### config.mk
export PLATFORM = sky130hd
export DESIGN_NAME = uds_state_tracker
export DESIGN_NICKNAME = d
export VERILOG_FILES = /design/src/hw/uds_pkg.sv /design/src/hw/uds_idle_timer.sv /design/src/hw/uds_ep_toggle.sv /design/src/hw/uds_state_tracker.sv
export VERILOG_INCLUDE_DIRS = /design/src /design/src/hw
export SDC_FILE = /design/constraint.sdc
export NUM_CORES = 1
export LEC_CHECK = 0
export ABC_CLOCK_PERIOD_IN_PS = 2300
export BUFFER_PORTS_ARGS = -buffer_cell sky130_fd_sc_hd__buf_2
export CELL_PAD_IN_SITES_DETAIL_PLACEMENT = 1
export CELL_PAD_IN_SITES_GLOBAL_PLACEMENT = 2
export CORE_ASPECT_RATIO = 0.8
export CORE_MARGIN = 4
export CORE_UTILIZATION = 25
export DETAILED_ROUTE_END_ITERATION = 7
export HOLD_SLACK_MARGIN = 0.15
export PLACE_DENSITY = 0.76
export SLEW_MARGIN = 20
export SYNTH_ARGS = -nofsm -noshare
export SYNTH_HDL_FRONTEND = slang
export SYNTH_SLANG_ARGS = --single-unit
### constraint.sdc
create_clock -name clk_in -period 2.3 [get_ports clk_in]
set_input_delay 0.46 -clock clk_in [delete_from_list [all_inputs] [get_ports clk_in]]
set_output_delay 0.46 -clock clk_in [all_outputs]
set_load 0.005 [all_outputs]
### src/hw/uds_map.svh
`ifndef UDS_MAP_SVH
`define UDS_MAP_SVH

// Register byte offsets
`define UDS_CTRL_OFS     12'h000
`define UDS_STAT_OFS     12'h004
`define UDS_TOGL_OFS     12'h008

// Control register fields and reset value
`define UDS_CTRL_RWK_BIT 0
`define UDS_CTRL_HS_BIT  1
`define UDS_CTRL_RST     2'h0

// Status register fields
`define UDS_STAT_ST_LSB  0
`define UDS_STAT_SUS_BIT 3
`define UDS_STAT_SLF_BIT 4
`define UDS_STAT_HS_BIT  5
`define UDS_STAT_RWK_BIT 6
`define UDS_STAT_ADR_LSB 8
`define UDS_STAT_CFG_LSB 16

// Reset values of device state
`define UDS_DEF_ADDR     7'h00
`define UDS_CFG_NONE     8'h00

// Bus idle time before suspend
`define UDS_IDLE_MS      3
`define UDS_CLK_KHZ      200000
`define UDS_IDLE_CYC     (`UDS_IDLE_MS * `UDS_CLK_KHZ)
`define UDS_IDLE_W       20

`define UDS_EP_NUM       16

`endif

### src/hw/uds_pkg.sv
package uds_pkg;

  typedef enum logic [2:0] {
    UDS_ST_UNATT,
    UDS_ST_ATTACHED,
    UDS_ST_POWERED,
    UDS_ST_DEFAULT,
    UDS_ST_ADDRESS,
    UDS_ST_CONFIGURED,
    UDS_ST_SUSPENDED
  } uds_state_t;

  typedef enum logic [1:0] {
    UDS_REG_CTRL,
    UDS_REG_STAT,
    UDS_REG_TOGL,
    UDS_REG_NONE
  } uds_reg_t;

endpackage : uds_pkg

### src/hw/uds_idle_timer.sv
`timescale 1ns/1ps
`include "uds_map.svh"

module uds_idle_timer
  import uds_pkg::*;
#(
  parameter int unsigned CYCLES = `UDS_IDLE_CYC
) (
  input  wire logic clk_in,      // Device clock
  input  wire logic rst_b_in,    // Async reset, active low
  input  wire logic activity_in, // Bus activity seen this cycle
  output logic      idle_out     // Bus quiet for the full idle time
);

  localparam logic [`UDS_IDLE_W-1:0] LIMIT =
    `UDS_IDLE_W'((CYCLES > 1) ? CYCLES - 1 : 0);

  logic [`UDS_IDLE_W-1:0] cnt_q;

  // Saturates so a long quiet bus cannot wrap back to busy
  always_ff @(posedge clk_in or negedge rst_b_in) begin
    if (!rst_b_in) begin
      cnt_q    <= '0;
      idle_out <= 1'b0;
    end else if (activity_in) begin
      cnt_q    <= '0;
      idle_out <= 1'b0;
    end else if (cnt_q == LIMIT) begin
      idle_out <= 1'b1;
    end else begin
      cnt_q <= cnt_q + 1'b1;
    end
  end

endmodule : uds_idle_timer

### src/hw/uds_ep_toggle.sv
`timescale 1ns/1ps
`include "uds_map.svh"

module uds_ep_toggle
  import uds_pkg::*;
(
  input  wire logic                   clk_in,      // Device clock
  input  wire logic                   rst_b_in,    // Async reset, active low
  input  wire logic                   clr_all_in,  // All toggles to DATA0
  input  wire logic [`UDS_EP_NUM-1:0] clr_mask_in, // Per endpoint to DATA0
  input  wire logic [`UDS_EP_NUM-1:0] flip_in,     // Per endpoint advance
  output logic      [`UDS_EP_NUM-1:0] toggle_out   // 0 = DATA0, 1 = DATA1
);

  for (genvar i = 0; i < `UDS_EP_NUM; i++) begin : g_ep
    // Clearing wins: a data phase racing a reconfigure is void
    always_ff @(posedge clk_in or negedge rst_b_in) begin
      if (!rst_b_in) begin
        toggle_out[i] <= 1'b0;
      end else if (clr_all_in || clr_mask_in[i]) begin
        toggle_out[i] <= 1'b0;
      end else if (flip_in[i]) begin
        toggle_out[i] <= ~toggle_out[i];
      end
    end
  end

endmodule : uds_ep_toggle

### src/hw/uds_state_tracker.sv
// Notes on behaviour
// - Before the first complete bus reset, ignore all traffic and send nothing.
// - Completing a bus reset enters Default, answering the default address.
// - Bus reset clears address, configuration, toggles and other device state.
// - Endpoint zero is answered at default and at assigned address.
// - Nonzero address assignment moves Default to Address; answer there after.
// - Configured only after a successful nonzero set-configuration request.
// - Configure or alternate change returns affected endpoint toggles to DATA0.
// - Suspended keeps address, configuration and other status.
// - Disabled upstream port suspends the device. The code does so only from Default, Address or Configured, not from Powered.
// - Bus activity ends suspend.
// - Remote wakeup enable is host controlled, cleared by every bus reset.
// - Powered only once attached and bus supply is present.
// - Present power source is reported in status, tracking every change.
// - Source change under single-mode configuration drops to Powered.
// - High power configuration switching to bus power falls back to Address.
// - Speed is decided at reset; full speed operation stays correct.
//
// Local design decisions: the register addresses and the AHB-Lite interface to the registers.
`timescale 1ns/1ps
`include "uds_map.svh"

module uds_state_tracker
  import uds_pkg::*;
#(
  parameter int unsigned IDLE_CYCLES = `UDS_IDLE_CYC
) (
  input  wire logic                   clk_in,             // 200 MHz clock
  input  wire logic                   rst_b_in,           // Async, active low
  input  wire logic                   hsel_in,            // AHB select
  input  wire logic [11:0]            haddr_in,           // AHB address
  input  wire logic [1:0]             htrans_in,          // AHB transfer
  input  wire logic                   hwrite_in,          // AHB write
  input  wire logic [2:0]             hsize_in,           // AHB size
  input  wire logic [31:0]            hwdata_in,          // AHB write data
  input  wire logic                   hready_in,          // AHB ready
  output logic      [31:0]            hrdata_out,         // AHB read data
  output logic                        hreadyout_out,      // AHB ready out
  output logic                        hresp_out,          // AHB response
  input  wire logic                   attached_in,        // Cable attached
  input  wire logic                   vbus_in,            // Bus supply
  input  wire logic                   self_powered_in,    // Local supply used
  input  wire logic                   bus_reset_in,       // Reset signalling
  input  wire logic                   bus_activity_in,    // Bus traffic seen
  input  wire logic                   port_enabled_in,    // Hub port enabled
  input  wire logic                   hs_chirp_ok_in,     // HS handshake ok
  input  wire logic                   tok_valid_in,       // Token received
  input  wire logic [6:0]             tok_addr_in,        // Token address
  input  wire logic [3:0]             tok_ep_in,          // Token endpoint
  input  wire logic                   set_addr_in,        // Address req done
  input  wire logic [6:0]             addr_val_in,        // Address value
  input  wire logic                   set_cfg_in,         // Config req done
  input  wire logic [7:0]             cfg_val_in,         // Config value
  input  wire logic                   set_alt_in,         // Alt setting done
  input  wire logic [`UDS_EP_NUM-1:0] alt_ep_mask_in,     // Its endpoints
  input  wire logic                   cfg_single_mode_in, // Cfg one source
  input  wire logic                   cfg_high_power_in,  // Cfg over 100 mA
  input  wire logic                   rwake_set_in,       // Enable wakeup
  input  wire logic                   rwake_clr_in,       // Disable wakeup
  input  wire logic [`UDS_EP_NUM-1:0] ep_flip_in,         // Toggle advance
  output uds_state_t                  state_out,          // Visible state
  output logic      [6:0]             dev_addr_out,       // Device address
  output logic      [7:0]             cfg_val_out,        // Configuration
  output logic                        suspended_out,      // In suspend
  output logic                        rwake_en_out,       // Wakeup enabled
  output logic                        self_pwr_out,       // Power source
  output logic                        high_speed_out,     // HS operation
  output logic                        accept_out,         // Token accepted
  output logic      [`UDS_EP_NUM-1:0] ep_toggle_out       // Toggle bits
);

  ////////////////////////////////////////////////////////////////////////
  // Decoding helpers

  function automatic logic is_live(input uds_state_t st);
    return (st == UDS_ST_DEFAULT) || (st == UDS_ST_ADDRESS) ||
           (st == UDS_ST_CONFIGURED);
  endfunction : is_live

  function automatic uds_reg_t reg_sel(input logic [11:0] a);
    if (a == `UDS_CTRL_OFS) begin
      return UDS_REG_CTRL;
    end else if (a == `UDS_STAT_OFS) begin
      return UDS_REG_STAT;
    end else if (a == `UDS_TOGL_OFS) begin
      return UDS_REG_TOGL;
    end else begin
      return UDS_REG_NONE;
    end
  endfunction : reg_sel

  ////////////////////////////////////////////////////////////////////////
  // Declarations

  uds_state_t  state_q;
  uds_state_t  resume_q;
  logic [6:0]  dev_addr_q;
  logic [7:0]  cfg_q;
  logic        bus_rst_q;
  logic        self_pwr_q;
  logic        hs_q;
  logic        rwake_q;
  logic        accept_q;
  logic [1:0]  ctrl_q;
  logic        wr_pend_q;
  uds_reg_t    wr_sel_q;
  logic [31:0] hrdata_q;
  logic [31:0] status_w;
  logic        idle_w;
  logic        reset_done;
  logic        pwr_chg;
  logic        go_susp;
  logic        pwr_drop;
  logic        pwr_fall;
  logic        base_ok;
  logic        addr_take;
  logic        cfg_take;
  logic        alt_take;
  logic        wake;
  logic        addr_phase;

  ////////////////////////////////////////////////////////////////////////
  // Event decode

  assign reset_done = bus_rst_q && !bus_reset_in;
  assign pwr_chg    = self_pwr_q ^ self_powered_in;
  // Reset signalling counts as activity so a suspended device wakes
  assign wake       = bus_activity_in || bus_reset_in;
  assign go_susp    = (state_q == UDS_ST_POWERED || is_live(state_q)) &&
                      (idle_w || (is_live(state_q) && !port_enabled_in));
  assign pwr_drop   = pwr_chg && state_q == UDS_ST_CONFIGURED &&
                      cfg_single_mode_in;
  assign pwr_fall   = pwr_chg && self_pwr_q && cfg_high_power_in &&
                      state_q == UDS_ST_CONFIGURED && !cfg_single_mode_in;
  assign base_ok    = attached_in && vbus_in && !reset_done &&
                      is_live(state_q) && !go_susp && !pwr_drop &&
                      !pwr_fall;
  assign addr_take  = base_ok && set_addr_in &&
                      (state_q == UDS_ST_DEFAULT ||
                       state_q == UDS_ST_ADDRESS);
  assign cfg_take   = base_ok && !set_addr_in && set_cfg_in &&
                      (state_q == UDS_ST_ADDRESS ||
                       state_q == UDS_ST_CONFIGURED);
  assign alt_take   = base_ok && set_alt_in &&
                      state_q == UDS_ST_CONFIGURED;

  uds_idle_timer #(
    .CYCLES (IDLE_CYCLES)
  ) u_idle (
    .clk_in      (clk_in),
    .rst_b_in    (rst_b_in),
    .activity_in (wake),
    .idle_out    (idle_w)
  );

  ////////////////////////////////////////////////////////////////////////
  // Device state

  always_ff @(posedge clk_in or negedge rst_b_in) begin
    if (!rst_b_in) begin
      bus_rst_q  <= 1'b0;
      self_pwr_q <= 1'b0;
    end else begin
      bus_rst_q  <= bus_reset_in;
      self_pwr_q <= self_powered_in;
    end
  end

  always_ff @(posedge clk_in or negedge rst_b_in) begin
    if (!rst_b_in) begin
      state_q    <= UDS_ST_UNATT;
      resume_q   <= UDS_ST_POWERED;
      dev_addr_q <= `UDS_DEF_ADDR;
      cfg_q      <= `UDS_CFG_NONE;
    end else if (!attached_in) begin
      state_q    <= UDS_ST_UNATT;
      dev_addr_q <= `UDS_DEF_ADDR;
      cfg_q      <= `UDS_CFG_NONE;
    end else if (!vbus_in) begin
      state_q    <= UDS_ST_ATTACHED;
      dev_addr_q <= `UDS_DEF_ADDR;
      cfg_q      <= `UDS_CFG_NONE;
    end else if (reset_done) begin
      state_q    <= UDS_ST_DEFAULT;
      dev_addr_q <= `UDS_DEF_ADDR;
      cfg_q      <= `UDS_CFG_NONE;
    end else if (state_q == UDS_ST_UNATT ||
                 state_q == UDS_ST_ATTACHED) begin
      state_q <= UDS_ST_POWERED;
    end else if (state_q == UDS_ST_SUSPENDED) begin
      // Address and configuration untouched while asleep
      if (wake) begin
        state_q <= resume_q;
      end
    end else if (go_susp) begin
      state_q  <= UDS_ST_SUSPENDED;
      resume_q <= state_q;
    end else if (pwr_drop) begin
      state_q    <= UDS_ST_POWERED;
      dev_addr_q <= `UDS_DEF_ADDR;
      cfg_q      <= `UDS_CFG_NONE;
    end else if (pwr_fall) begin
      state_q <= UDS_ST_ADDRESS;
      cfg_q   <= `UDS_CFG_NONE;
    end else if (addr_take) begin
      dev_addr_q <= addr_val_in;
      state_q    <= (addr_val_in != `UDS_DEF_ADDR) ?
                    UDS_ST_ADDRESS : UDS_ST_DEFAULT;
    end else if (cfg_take) begin
      cfg_q   <= cfg_val_in;
      state_q <= (cfg_val_in != `UDS_CFG_NONE) ?
                 UDS_ST_CONFIGURED : UDS_ST_ADDRESS;
    end
  end

  // Speed fixed when reset ends; needs local permission bit
  always_ff @(posedge clk_in or negedge rst_b_in) begin
    if (!rst_b_in) begin
      hs_q <= 1'b0;
    end else if (!attached_in) begin
      hs_q <= 1'b0;
    end else if (reset_done) begin
      hs_q <= ctrl_q[`UDS_CTRL_HS_BIT] && hs_chirp_ok_in;
    end
  end

  always_ff @(posedge clk_in or negedge rst_b_in) begin
    if (!rst_b_in) begin
      rwake_q <= 1'b0;
    end else if (reset_done || !attached_in) begin
      rwake_q <= 1'b0;
    end else if (rwake_set_in && ctrl_q[`UDS_CTRL_RWK_BIT] &&
                 is_live(state_q)) begin
      rwake_q <= 1'b1;
    end else if (rwake_clr_in) begin
      rwake_q <= 1'b0;
    end
  end

  // Address match; endpoint zero needs no configuration
  always_ff @(posedge clk_in or negedge rst_b_in) begin
    if (!rst_b_in) begin
      accept_q <= 1'b0;
    end else begin
      accept_q <= tok_valid_in && !bus_reset_in && is_live(state_q) &&
                  tok_addr_in == dev_addr_q &&
                  (tok_ep_in == 4'h0 ||
                   state_q == UDS_ST_CONFIGURED);
    end
  end

  uds_ep_toggle u_tog (
    .clk_in      (clk_in),
    .rst_b_in    (rst_b_in),
    .clr_all_in  (reset_done || cfg_take || !attached_in),
    .clr_mask_in (alt_take ? alt_ep_mask_in : '0),
    .flip_in     ((state_q == UDS_ST_CONFIGURED) ? ep_flip_in : '0),
    .toggle_out  (ep_toggle_out)
  );

  ////////////////////////////////////////////////////////////////////////
  // Register slave, zero wait states

  always_comb begin
    status_w = '0;
    status_w[`UDS_STAT_ST_LSB +: 3]  = state_q;
    status_w[`UDS_STAT_SUS_BIT]      = state_q == UDS_ST_SUSPENDED;
    status_w[`UDS_STAT_SLF_BIT]      = self_pwr_q;
    status_w[`UDS_STAT_HS_BIT]       = hs_q;
    status_w[`UDS_STAT_RWK_BIT]      = rwake_q;
    status_w[`UDS_STAT_ADR_LSB +: 7] = dev_addr_q;
    status_w[`UDS_STAT_CFG_LSB +: 8] = cfg_q;
  end

  assign addr_phase = hsel_in && htrans_in[1] && hready_in;

  always_ff @(posedge clk_in or negedge rst_b_in) begin
    if (!rst_b_in) begin
      wr_pend_q <= 1'b0;
      wr_sel_q  <= UDS_REG_NONE;
    end else if (hready_in) begin
      wr_pend_q <= addr_phase && hwrite_in;
      wr_sel_q  <= reg_sel(haddr_in);
    end
  end

  always_ff @(posedge clk_in or negedge rst_b_in) begin
    if (!rst_b_in) begin
      ctrl_q <= `UDS_CTRL_RST;
    end else if (wr_pend_q && wr_sel_q == UDS_REG_CTRL) begin
      ctrl_q <= hwdata_in[1:0];
    end
  end

  // Read data sampled at the address phase; unmapped reads give zero
  always_ff @(posedge clk_in or negedge rst_b_in) begin
    if (!rst_b_in) begin
      hrdata_q <= 32'h0000_0000;
    end else if (addr_phase && !hwrite_in) begin
      if (reg_sel(haddr_in) == UDS_REG_CTRL) begin
        hrdata_q <= {30'h0000_0000, ctrl_q};
      end else if (reg_sel(haddr_in) == UDS_REG_STAT) begin
        hrdata_q <= status_w;
      end else if (reg_sel(haddr_in) == UDS_REG_TOGL) begin
        hrdata_q <= {16'h0000, ep_toggle_out};
      end else begin
        hrdata_q <= 32'h0000_0000;
      end
    end
  end

  always_ff @(posedge clk_in or negedge rst_b_in) begin
    if (!rst_b_in) begin
      hreadyout_out <= 1'b0;
      hresp_out     <= 1'b0;
    end else begin
      hreadyout_out <= 1'b1;
      hresp_out     <= 1'b0;
    end
  end

  ////////////////////////////////////////////////////////////////////////
  // Outputs

  assign state_out      = state_q;
  assign dev_addr_out   = dev_addr_q;
  assign cfg_val_out    = cfg_q;
  assign suspended_out  = status_w[`UDS_STAT_SUS_BIT] && 1'b1;
  assign rwake_en_out   = rwake_q;
  assign self_pwr_out   = self_pwr_q;
  assign high_speed_out = hs_q;
  assign accept_out     = accept_q;
  assign hrdata_out     = hrdata_q;
endmodule : uds_state_tracker

; ---- Word-level counts from Yosys, hierarchy flattened
; Cells that the tools add are included.
[word_totals]
wordCells = 263
output_inout_bits = 73
in_bits = 127
register_bits = 101
[op_classes]
n_mux = 87
reduce_logical = 100
bitwise_logic = 20
eq_ne = 23
n_addsub = 1
[ops]
columns = operator, count
row1 = 8-bit 2-to-1 mux, 10
row2 = 7-bit 2-to-1 mux, 9
row3 = 16-bit 2-to-1 mux, 3
row4 = 24-bit 2-to-1 mux, 2
row5 = 1-bit 2-to-1 mux, 41
row6 = 20-bit 2-to-1 mux, 2
row7 = 3-bit 2-to-1 mux, 12
row8 = 1-bit logical AND, 34
row9 = 2-bit nonzero test, 17
row10 = 1-bit logical OR, 27
row11 = "20-bit by 1-bit adder with 20-bit output, second input constant", 1
row12 = "20-bit equality test, second input constant", 1
row13 = 1-bit NOT, 19
row14 = 2-bit 2-to-1 mux, 8
row15 = "12-bit by 3-bit equality test with 1-bit output, second input constant", 1
row16 = "12-bit by 4-bit equality test with 1-bit output, second input constant", 1
row17 = 12-bit zero test, 1
row18 = 1-bit zero test, 10
row19 = "10-bit by 2-bit inequality test with 1-bit output, second input constant", 1
row20 = 5-bit AND reduction, 2
row21 = "3-bit equality test, second input constant", 3
row22 = "4-bit inequality test, second input constant", 2
row23 = 8-bit nonzero test, 1
row24 = 7-bit equality test, 1
row25 = 19 further kinds, 22

; ---- Depth between registers and ports, before layout
[logic_depth]
depth_word = 23
depth_mapped = 10
depth_no_buf = 8

; ---- Cells and area by module
; From an unflattened synthesis, not the netlist that was laid out.
[unflattened]
cells_unflattened = 515
area_unflattened_um2 = 5064.9
[modules_own_cells]
columns = mod, n_inst, cells_each, seq_area_each_um2, area_per_inst_um2
row1 = uds_state_tracker, 1, 340, 1405.1, 3185.6
row2 = uds_idle_timer, 1, 125, 525.5, 1171.1
row3 = uds_ep_toggle, 1, 50, 400.4, 708.2

; ---- Worst setup path after synthesis
; Ideal clock, no wire load.
[synth_timing]
path_type = flip-flop to flip-flop
start = reg state_q[2] (netlist: state_out[2])
end = reg state_q[1] (netlist: state_out[1])
slack_ns = 0.009
setup_time_ns = 0.125
required_time_ns = 2.175
path_buffers = 1
arrival_time_ns = 2.166
path_stages_with_launch = 10
synth_period_minus_slack_ns = 2.291
cell_sequence = dfrtp_1 > buf_6 > inv_1 > ha_1 > and4bb_1 > nor2_1 > o2bb2ai_2 > and4bb_4 > a31oi_4 > mux2_4
[synth_between]
elab_chain_cells = 21
elab_cells_between_ends = 43
classes_between = eq/ne: 8 / mux: 9 / reduce/logical: 26
[synth_lines]
columns = item, line_no
row1 = from (decl), uds_state_tracker.sv:95  ; uds_state_t state_q;
row2 = from (signal assigned), uds_state_tracker.sv:193  ; state_q <= resume_q;
row3 = from (signal assigned), uds_state_tracker.sv:207  ; state_q <= (addr_val_in != `UDS_DEF_ADDR) ?
row4 = from (signal assigned), uds_state_tracker.sv:211  ; state_q <= (cfg_val_in != `UDS_CFG_NONE) ?
row5 = 3-bit by 2-bit equality test with 1-bit output / 3-bit equality test (equally long branches), --
row6 = 1-bit logical OR, "uds_state_tracker.sv:76, uds_state_tracker.sv:139"
row7 = 1-bit logical OR, uds_state_tracker.sv:76  ; return (st == UDS_ST_DEFAULT) || (st == UDS_ST_ADDRESS) ||
row8 = 1-bit logical AND, uds_state_tracker.sv:130  ; (idle_w || (is_live(state_q) && !port_enabled_in));
row9 = 1-bit logical OR, uds_state_tracker.sv:130
row10 = 1-bit logical AND, uds_state_tracker.sv:129  ; assign go_susp = (state_q == UDS_ST_POWERED || is_live(state_q)) &&
row11 = 1-bit zero test, uds_state_tracker.sv:136  ; is_live(state_q) && !go_susp && !pwr_drop &&
row12 = 1-bit logical AND (3 in a row), uds_state_tracker.sv:136
row13 = (+3 left out), --
row14 = 3-bit 2-to-1 mux, uds_state_tracker.sv:202  ; end else if (pwr_fall) begin
row15 = 3-bit 2-to-1 mux, uds_state_tracker.sv:198  ; end else if (pwr_drop) begin
row16 = 3-bit 2-to-1 mux, uds_state_tracker.sv:195  ; end else if (go_susp) begin
row17 = 3-bit 2-to-1 mux, uds_state_tracker.sv:190  ; end else if (state_q == UDS_ST_SUSPENDED) begin
row18 = 3-bit 2-to-1 mux, uds_state_tracker.sv:187  ; end else if (state_q == UDS_ST_UNATT ||
row19 = 3-bit 2-to-1 mux, uds_state_tracker.sv:183  ; end else if (reset_done) begin
row20 = 3-bit 2-to-1 mux, uds_state_tracker.sv:179  ; end else if (!vbus_in) begin
row21 = 3-bit 2-to-1 mux, uds_state_tracker.sv:175  ; end else if (!attached_in) begin
; Several ways; a longest one is shown, not always the timed one.
; A chain may end at the register's enable or synchronous reset.

; ---- Worst setup path after layout
[layout_timing]
start = reg state_q[1] (netlist: state_out[1])
end = reg state_q[1] (netlist: state_out[1])
; Same word-level chain as after synthesis.

==> results.rst <==
.. list-table::
   :header-rows: 1

   * - Metric
     - Value
   * - Status
     - finished, final reports clean
   * - Cell count of the worst hold path
     - 1
   * - Estimated wirelength of the detail-placed design
     - between 10,000 and 15,000 um
   * - Die outline area
     - 0.0217 mm^2
   * - Routed wire length
     - about 16,000 um
   * - Unrepaired setup endpoints after global routing
     - false
   * - Clock share of power
     - around 45%
   * - Residual overflow from global routing
     - 0
   * - Most common flop cell mapped by yosys
     - sky130_fd_sc_hd__dfrtp_1
   * - Die Ht
     - approximately 130 um
   * - Number of distinct standard cells referenced by the synthesized netlist
     - 63
   * - Post-Synthesis Cell Area
     - 0.00485 mm^2
   * - Accumulated negative setup slack
     - 0 ns
   * - Shortest period the worst path allows
     - between 2 and 2.5 ns
   * - Met1 Usage GRT
     - between 10% and 20%
   * - Number of max-cap violations
     - 0
   * - Initial standard-cell utilization of the core
     - 25.5%
   * - YS warnings
     - 0
   * - Type of the worst setup path
     - reg -> reg
   * - Final-report max-slew violation count
     - 0
   * - Total internal power
     - 0.00281 W
   * - Maximum number of pins on one net before global-route repair
     - 46
   * - Hold Slack
     - around 0.26 ns
   * - Crit path from
     - state_out[1]$_DFFE_PN0P_
   * - Reg-to-Reg Start
     - state_out[1]$_DFFE_PN0P_
   * - Cell taking the most area after synthesis
     - sky130_fd_sc_hd__dfrtp_1
   * - Number of clock sinks
     - between 90 and 100
   * - Antenna violation net count after detailed routing
     - 0
   * - Fill cell total of the finished layout
     - ~2,300
   * - Post-synthesis instance total
     - 500
   * - Number of enable flip-flop cells after synthesis
     - 0
   * - Critical Path AT
     - 2.37 ns
   * - Global placement routability congestion
     - roughly 0.85
   * - Htree depth
     - 3
   * - Most used routing layer in global routing
     - met2
   * - Post-Place Worst Slack
     - 0.0436 ns
   * - Number of vias after detailed routing
     - between 4,000 and 5,000
   * - Maximum root-to-sink buffer count
     - 2
   * - LEAKAGE
     - roughly 3 nW
   * - Via/cell ratio
     - around 4.6
   * - Placed Area
     - roughly 0.006 mm^2
   * - Area growth from synthesis to layout
     - 30.5%
   * - Placement row count
     - 45
   * - Post-layout total power
     - about 0.0037 W
   * - Number of CTS-inserted buffers
     - 9
   * - Kind of end point of the critical path
     - flop
   * - Core outline area
     - between 0.015 and 0.02 mm^2
   * - Kind of launch point of the worst setup path
     - flop
   * - Total of flip-flops plus latches after synthesis
     - a little over 90
   * - Wire length of the first global-routing pass
     - 24,700 um
   * - Pre-antenna DRT Iters
     - 4
   * - Main area contributors after synthesis
     - sky130_fd_sc_hd__dfrtp_1 (46%), sky130_fd_sc_hd__nand2_1 (6.3%), sky130_fd_sc_hd__xor2_1 (5.2%)
   * - Total of buffers placed on input and output ports
     - 156
   * - Highest ir drop seen on vdd
     - ~380 uV
   * - Clock root buffer
     - sky130_fd_sc_hd__clkbuf_16
   * - Via count of the first global-routing pass
     - about 4,500
   * - Area of all placed cells without fillers
     - ~0.0063 mm^2
   * - Diode count
     - 0
   * - Switching share of power
     - between 20 and 25%
   * - Drt drc
     - 0
   * - Share of flip-flops with an asynchronous set or reset
     - 100%
   * - Hold Crit Class
     - in -> reg
   * - Power per standard cell area
     - 585 mW/mm^2
   * - Post-route fraction of the period consumed by the critical path
     - roughly 93%
   * - CTS clk-pin slew, worst paths
     - around 0.060 ns
   * - Final count of hold timing violations
     - 0
   * - Post-CTS Setup Inserts
     - 0
   * - Critical Path RT
     - around 2.5 ns
   * - Number of antenna violations at the first check in global routing
     - 1
   * - Worst-path maximum fanout
     - 4
   * - Clk_skew
     - around 0.0083 ns
   * - Count of nets after finishing
     - just under 800
   * - Combinational power share
     - approximately a tenth
   * - Fmax achieved
     - around 470 MHz
   * - Clock tree from TritonCTS
     - yes
   * - Sequential share of the synthesized area
     - just under 50%
   * - Worst slew margin relative to its limit
     - between 60% and 70%
   * - Area fraction of the dominant cell type after synthesis
     - between 40% and 50%
   * - Top-level I/O count
     - 200
   * - Top-count cell post-synth
     - sky130_fd_sc_hd__dfrtp_1
   * - DR iter-0 viols
     - a little under 200
   * - Switching power
     - a little under 0.0009 W
   * - Avg Inst Size Synth
     - 9.71 um^2
   * - Depth of the worst register-to-register path
     - 8
   * - PnR worst setup slack
     - ~0.16 ns
   * - Met2 global-route usage
     - 23.8%
   * - Timing endpoint of the critical path
     - state_out[1]$_DFFE_PN0P_
   * - Worst r2r dst
     - state_out[1]$_DFFE_PN0P_
   * - Wire per inst
     - 17.1 um
   * - Layout cells sized above 1
     - between 30% and 40%
   * - Sequential power share
     - between 40 and 50%
   * - Floorplan die width
     - ~160 um
   * - Measured slew at the worst slew-check pin
     - approximately 0.53 ns
   * - Flop-to-flop setup slack
     - ~0.16 ns
   * - GRT Overall Usage
     - 14.5%
   * - Commonest cells in the netlist
     - sky130_fd_sc_hd__dfrtp_1 (90), sky130_fd_sc_hd__nand2_1 (82), sky130_fd_sc_hd__nor2_1 (37)
   * - Global-route met3 utilization
     - 3.89%
   * - Clock insertion delay at the later pin of the skew report
     - 0.35 ns
   * - Total of endpoints with negative setup slack in the final report
     - 0
## worst min path at each step
stage / startpoint / endpoint / slack [ns]
finish: self_powered_in / self_pwr_out$_DFF_PN0_ / 0.26
global route: self_powered_in / self_pwr_out$_DFF_PN0_ / 0.23
detailed placement: rst_b_in / hrdata_out[20]$_DFFE_PN0P_ / 0.44
CTS: self_powered_in / self_pwr_out$_DFF_PN0_ / 0.24
global placement: rst_b_in / hrdata_out[19]$_DFFE_PN0P_ / 0.44
floorplan: rst_b_in / accept_out$_DFF_PN0_ / 0.16
## timing repair
action,CTS,global route
hold buffers,1,0
resized for setup,0,1
hold endpoints to repair,30,0
setup endpoints to repair,0,8
## power groups by stage
| stage | Sequential, W | Combinational [W] | Clock, W |
|---|---|---|---|
| floorplan | 0.00172 | 0.000171 | 0 |
| global placement | 0.00172 | 0.000359 | 0 |
| detailed placement | 0.00173 | 0.000367 | 0 |
| CTS | 0.00169 | 0.000371 | 0.00172 |
| global route | 0.00170 | 0.000404 | 0.00179 |
| finish | 0.00169 | 0.000363 | 0.00165 |
## per-layer routing
layer  vias up  routed length [um]
met5         -                  13
met4         2                 146
met3        14                 884
met2       108                7520
met1      2073                7270
li1       2034                   -
## flip-flops by register name, summed over array words and instances, names as in the netlist
signal / cells
accept_out: 1
bus_rst_q: 1
cfg_val_out: 8
ctrl_q: 2
dev_addr_out: 7
high_speed_out: 1
hrdata_out: 24
hreadyout_out: 1
resume_q: 3
rwake_en_out: 1
self_pwr_out: 1
state_out: 3
u_idle.cnt_q: 20
u_idle.idle_out: 1
u_tog.toggle_out: 16
wr_pend_q: 1
wr_sel_q: 2
## layout make-up
type,count,area [um^2],share of cell area (%)
Inverter,28,105,1.66
Clock buffer,10,239,3.77
Clock inverter,6,91.3,1.44
Timing Repair Buffer,177,981,15.5
Multi-Input combinational cell,356,2260,35.7
Tap cell,258,323,5.10
Sequential cell,93,2330,36.8
## layout by cell type (no fill, tap or decap), types with 3 or more instances in the layout
master / count
sky130_fd_sc_hd__buf_2: 155
sky130_fd_sc_hd__dfrtp_1: 90
sky130_fd_sc_hd__nand2_1: 82
sky130_fd_sc_hd__nor2_1: 37
sky130_fd_sc_hd__xor2_1: 29
sky130_fd_sc_hd__inv_1: 27
sky130_fd_sc_hd__o21ai_1: 23
sky130_fd_sc_hd__mux2i_1: 19
sky130_fd_sc_hd__a211oi_1: 18
sky130_fd_sc_hd__buf_4: 18
sky130_fd_sc_hd__a22oi_1: 12
sky130_fd_sc_hd__nor3_1: 10
sky130_fd_sc_hd__and3_1: 10
sky130_fd_sc_hd__conb_1: 10
sky130_fd_sc_hd__xnor2_1: 9
sky130_fd_sc_hd__clkbuf_16: 9
sky130_fd_sc_hd__o21ai_0: 7
sky130_fd_sc_hd__nand4_1: 7
sky130_fd_sc_hd__a21oi_1: 7
sky130_fd_sc_hd__nor4_1: 6
sky130_fd_sc_hd__nand3_1: 5
sky130_fd_sc_hd__mux2_2: 5
sky130_fd_sc_hd__a31oi_1: 4
sky130_fd_sc_hd__ha_1: 4
sky130_fd_sc_hd__nor2b_1: 3
sky130_fd_sc_hd__nand2b_1: 3
sky130_fd_sc_hd__o31ai_1: 3
sky130_fd_sc_hd__and4_1: 3
sky130_fd_sc_hd__buf_12: 3
sky130_fd_sc_hd__dfstp_2: 3
## critical path, stage by stage, from the launching register on
cell,delay [ns]
sky130_fd_sc_hd__dfrtp_1,0.37
sky130_fd_sc_hd__inv_1,0.07
sky130_fd_sc_hd__ha_1,0.36
sky130_fd_sc_hd__and4bb_1,0.20
sky130_fd_sc_hd__nor2_1,0.05
sky130_fd_sc_hd__o2bb2ai_2,0.19
sky130_fd_sc_hd__and4bb_4,0.27
sky130_fd_sc_hd__a31oi_4,0.20
sky130_fd_sc_hd__mux2_4,0.32
## logic make-up (layout without fill, tap and decap cells)
logic type               after synthesis  count (layout)  share of synthesized area (%)
XOR/XNOR                              38              38                           6.86
buffers and inverters                 59             221                           6.11
other                                  2              10                          0.155
AND/OR/NAND/NOR                      187             187                           18.9
adder cells (fa/ha/maj)                4               4                           1.03
flip-flops                            93              93                           48.0
multiplexers                          25              25                           5.39
AO/OA/AOI/OAI                         92              92                           13.5
## stage by stage
stage               utilization (%)  instances
global route                   33.3        928
detailed placement             31.5        911
floorplan                         -        508
finish                         33.3        928
CTS                            33.3        928
global placement               31.5        911
(Power assumes the default switching activity.)
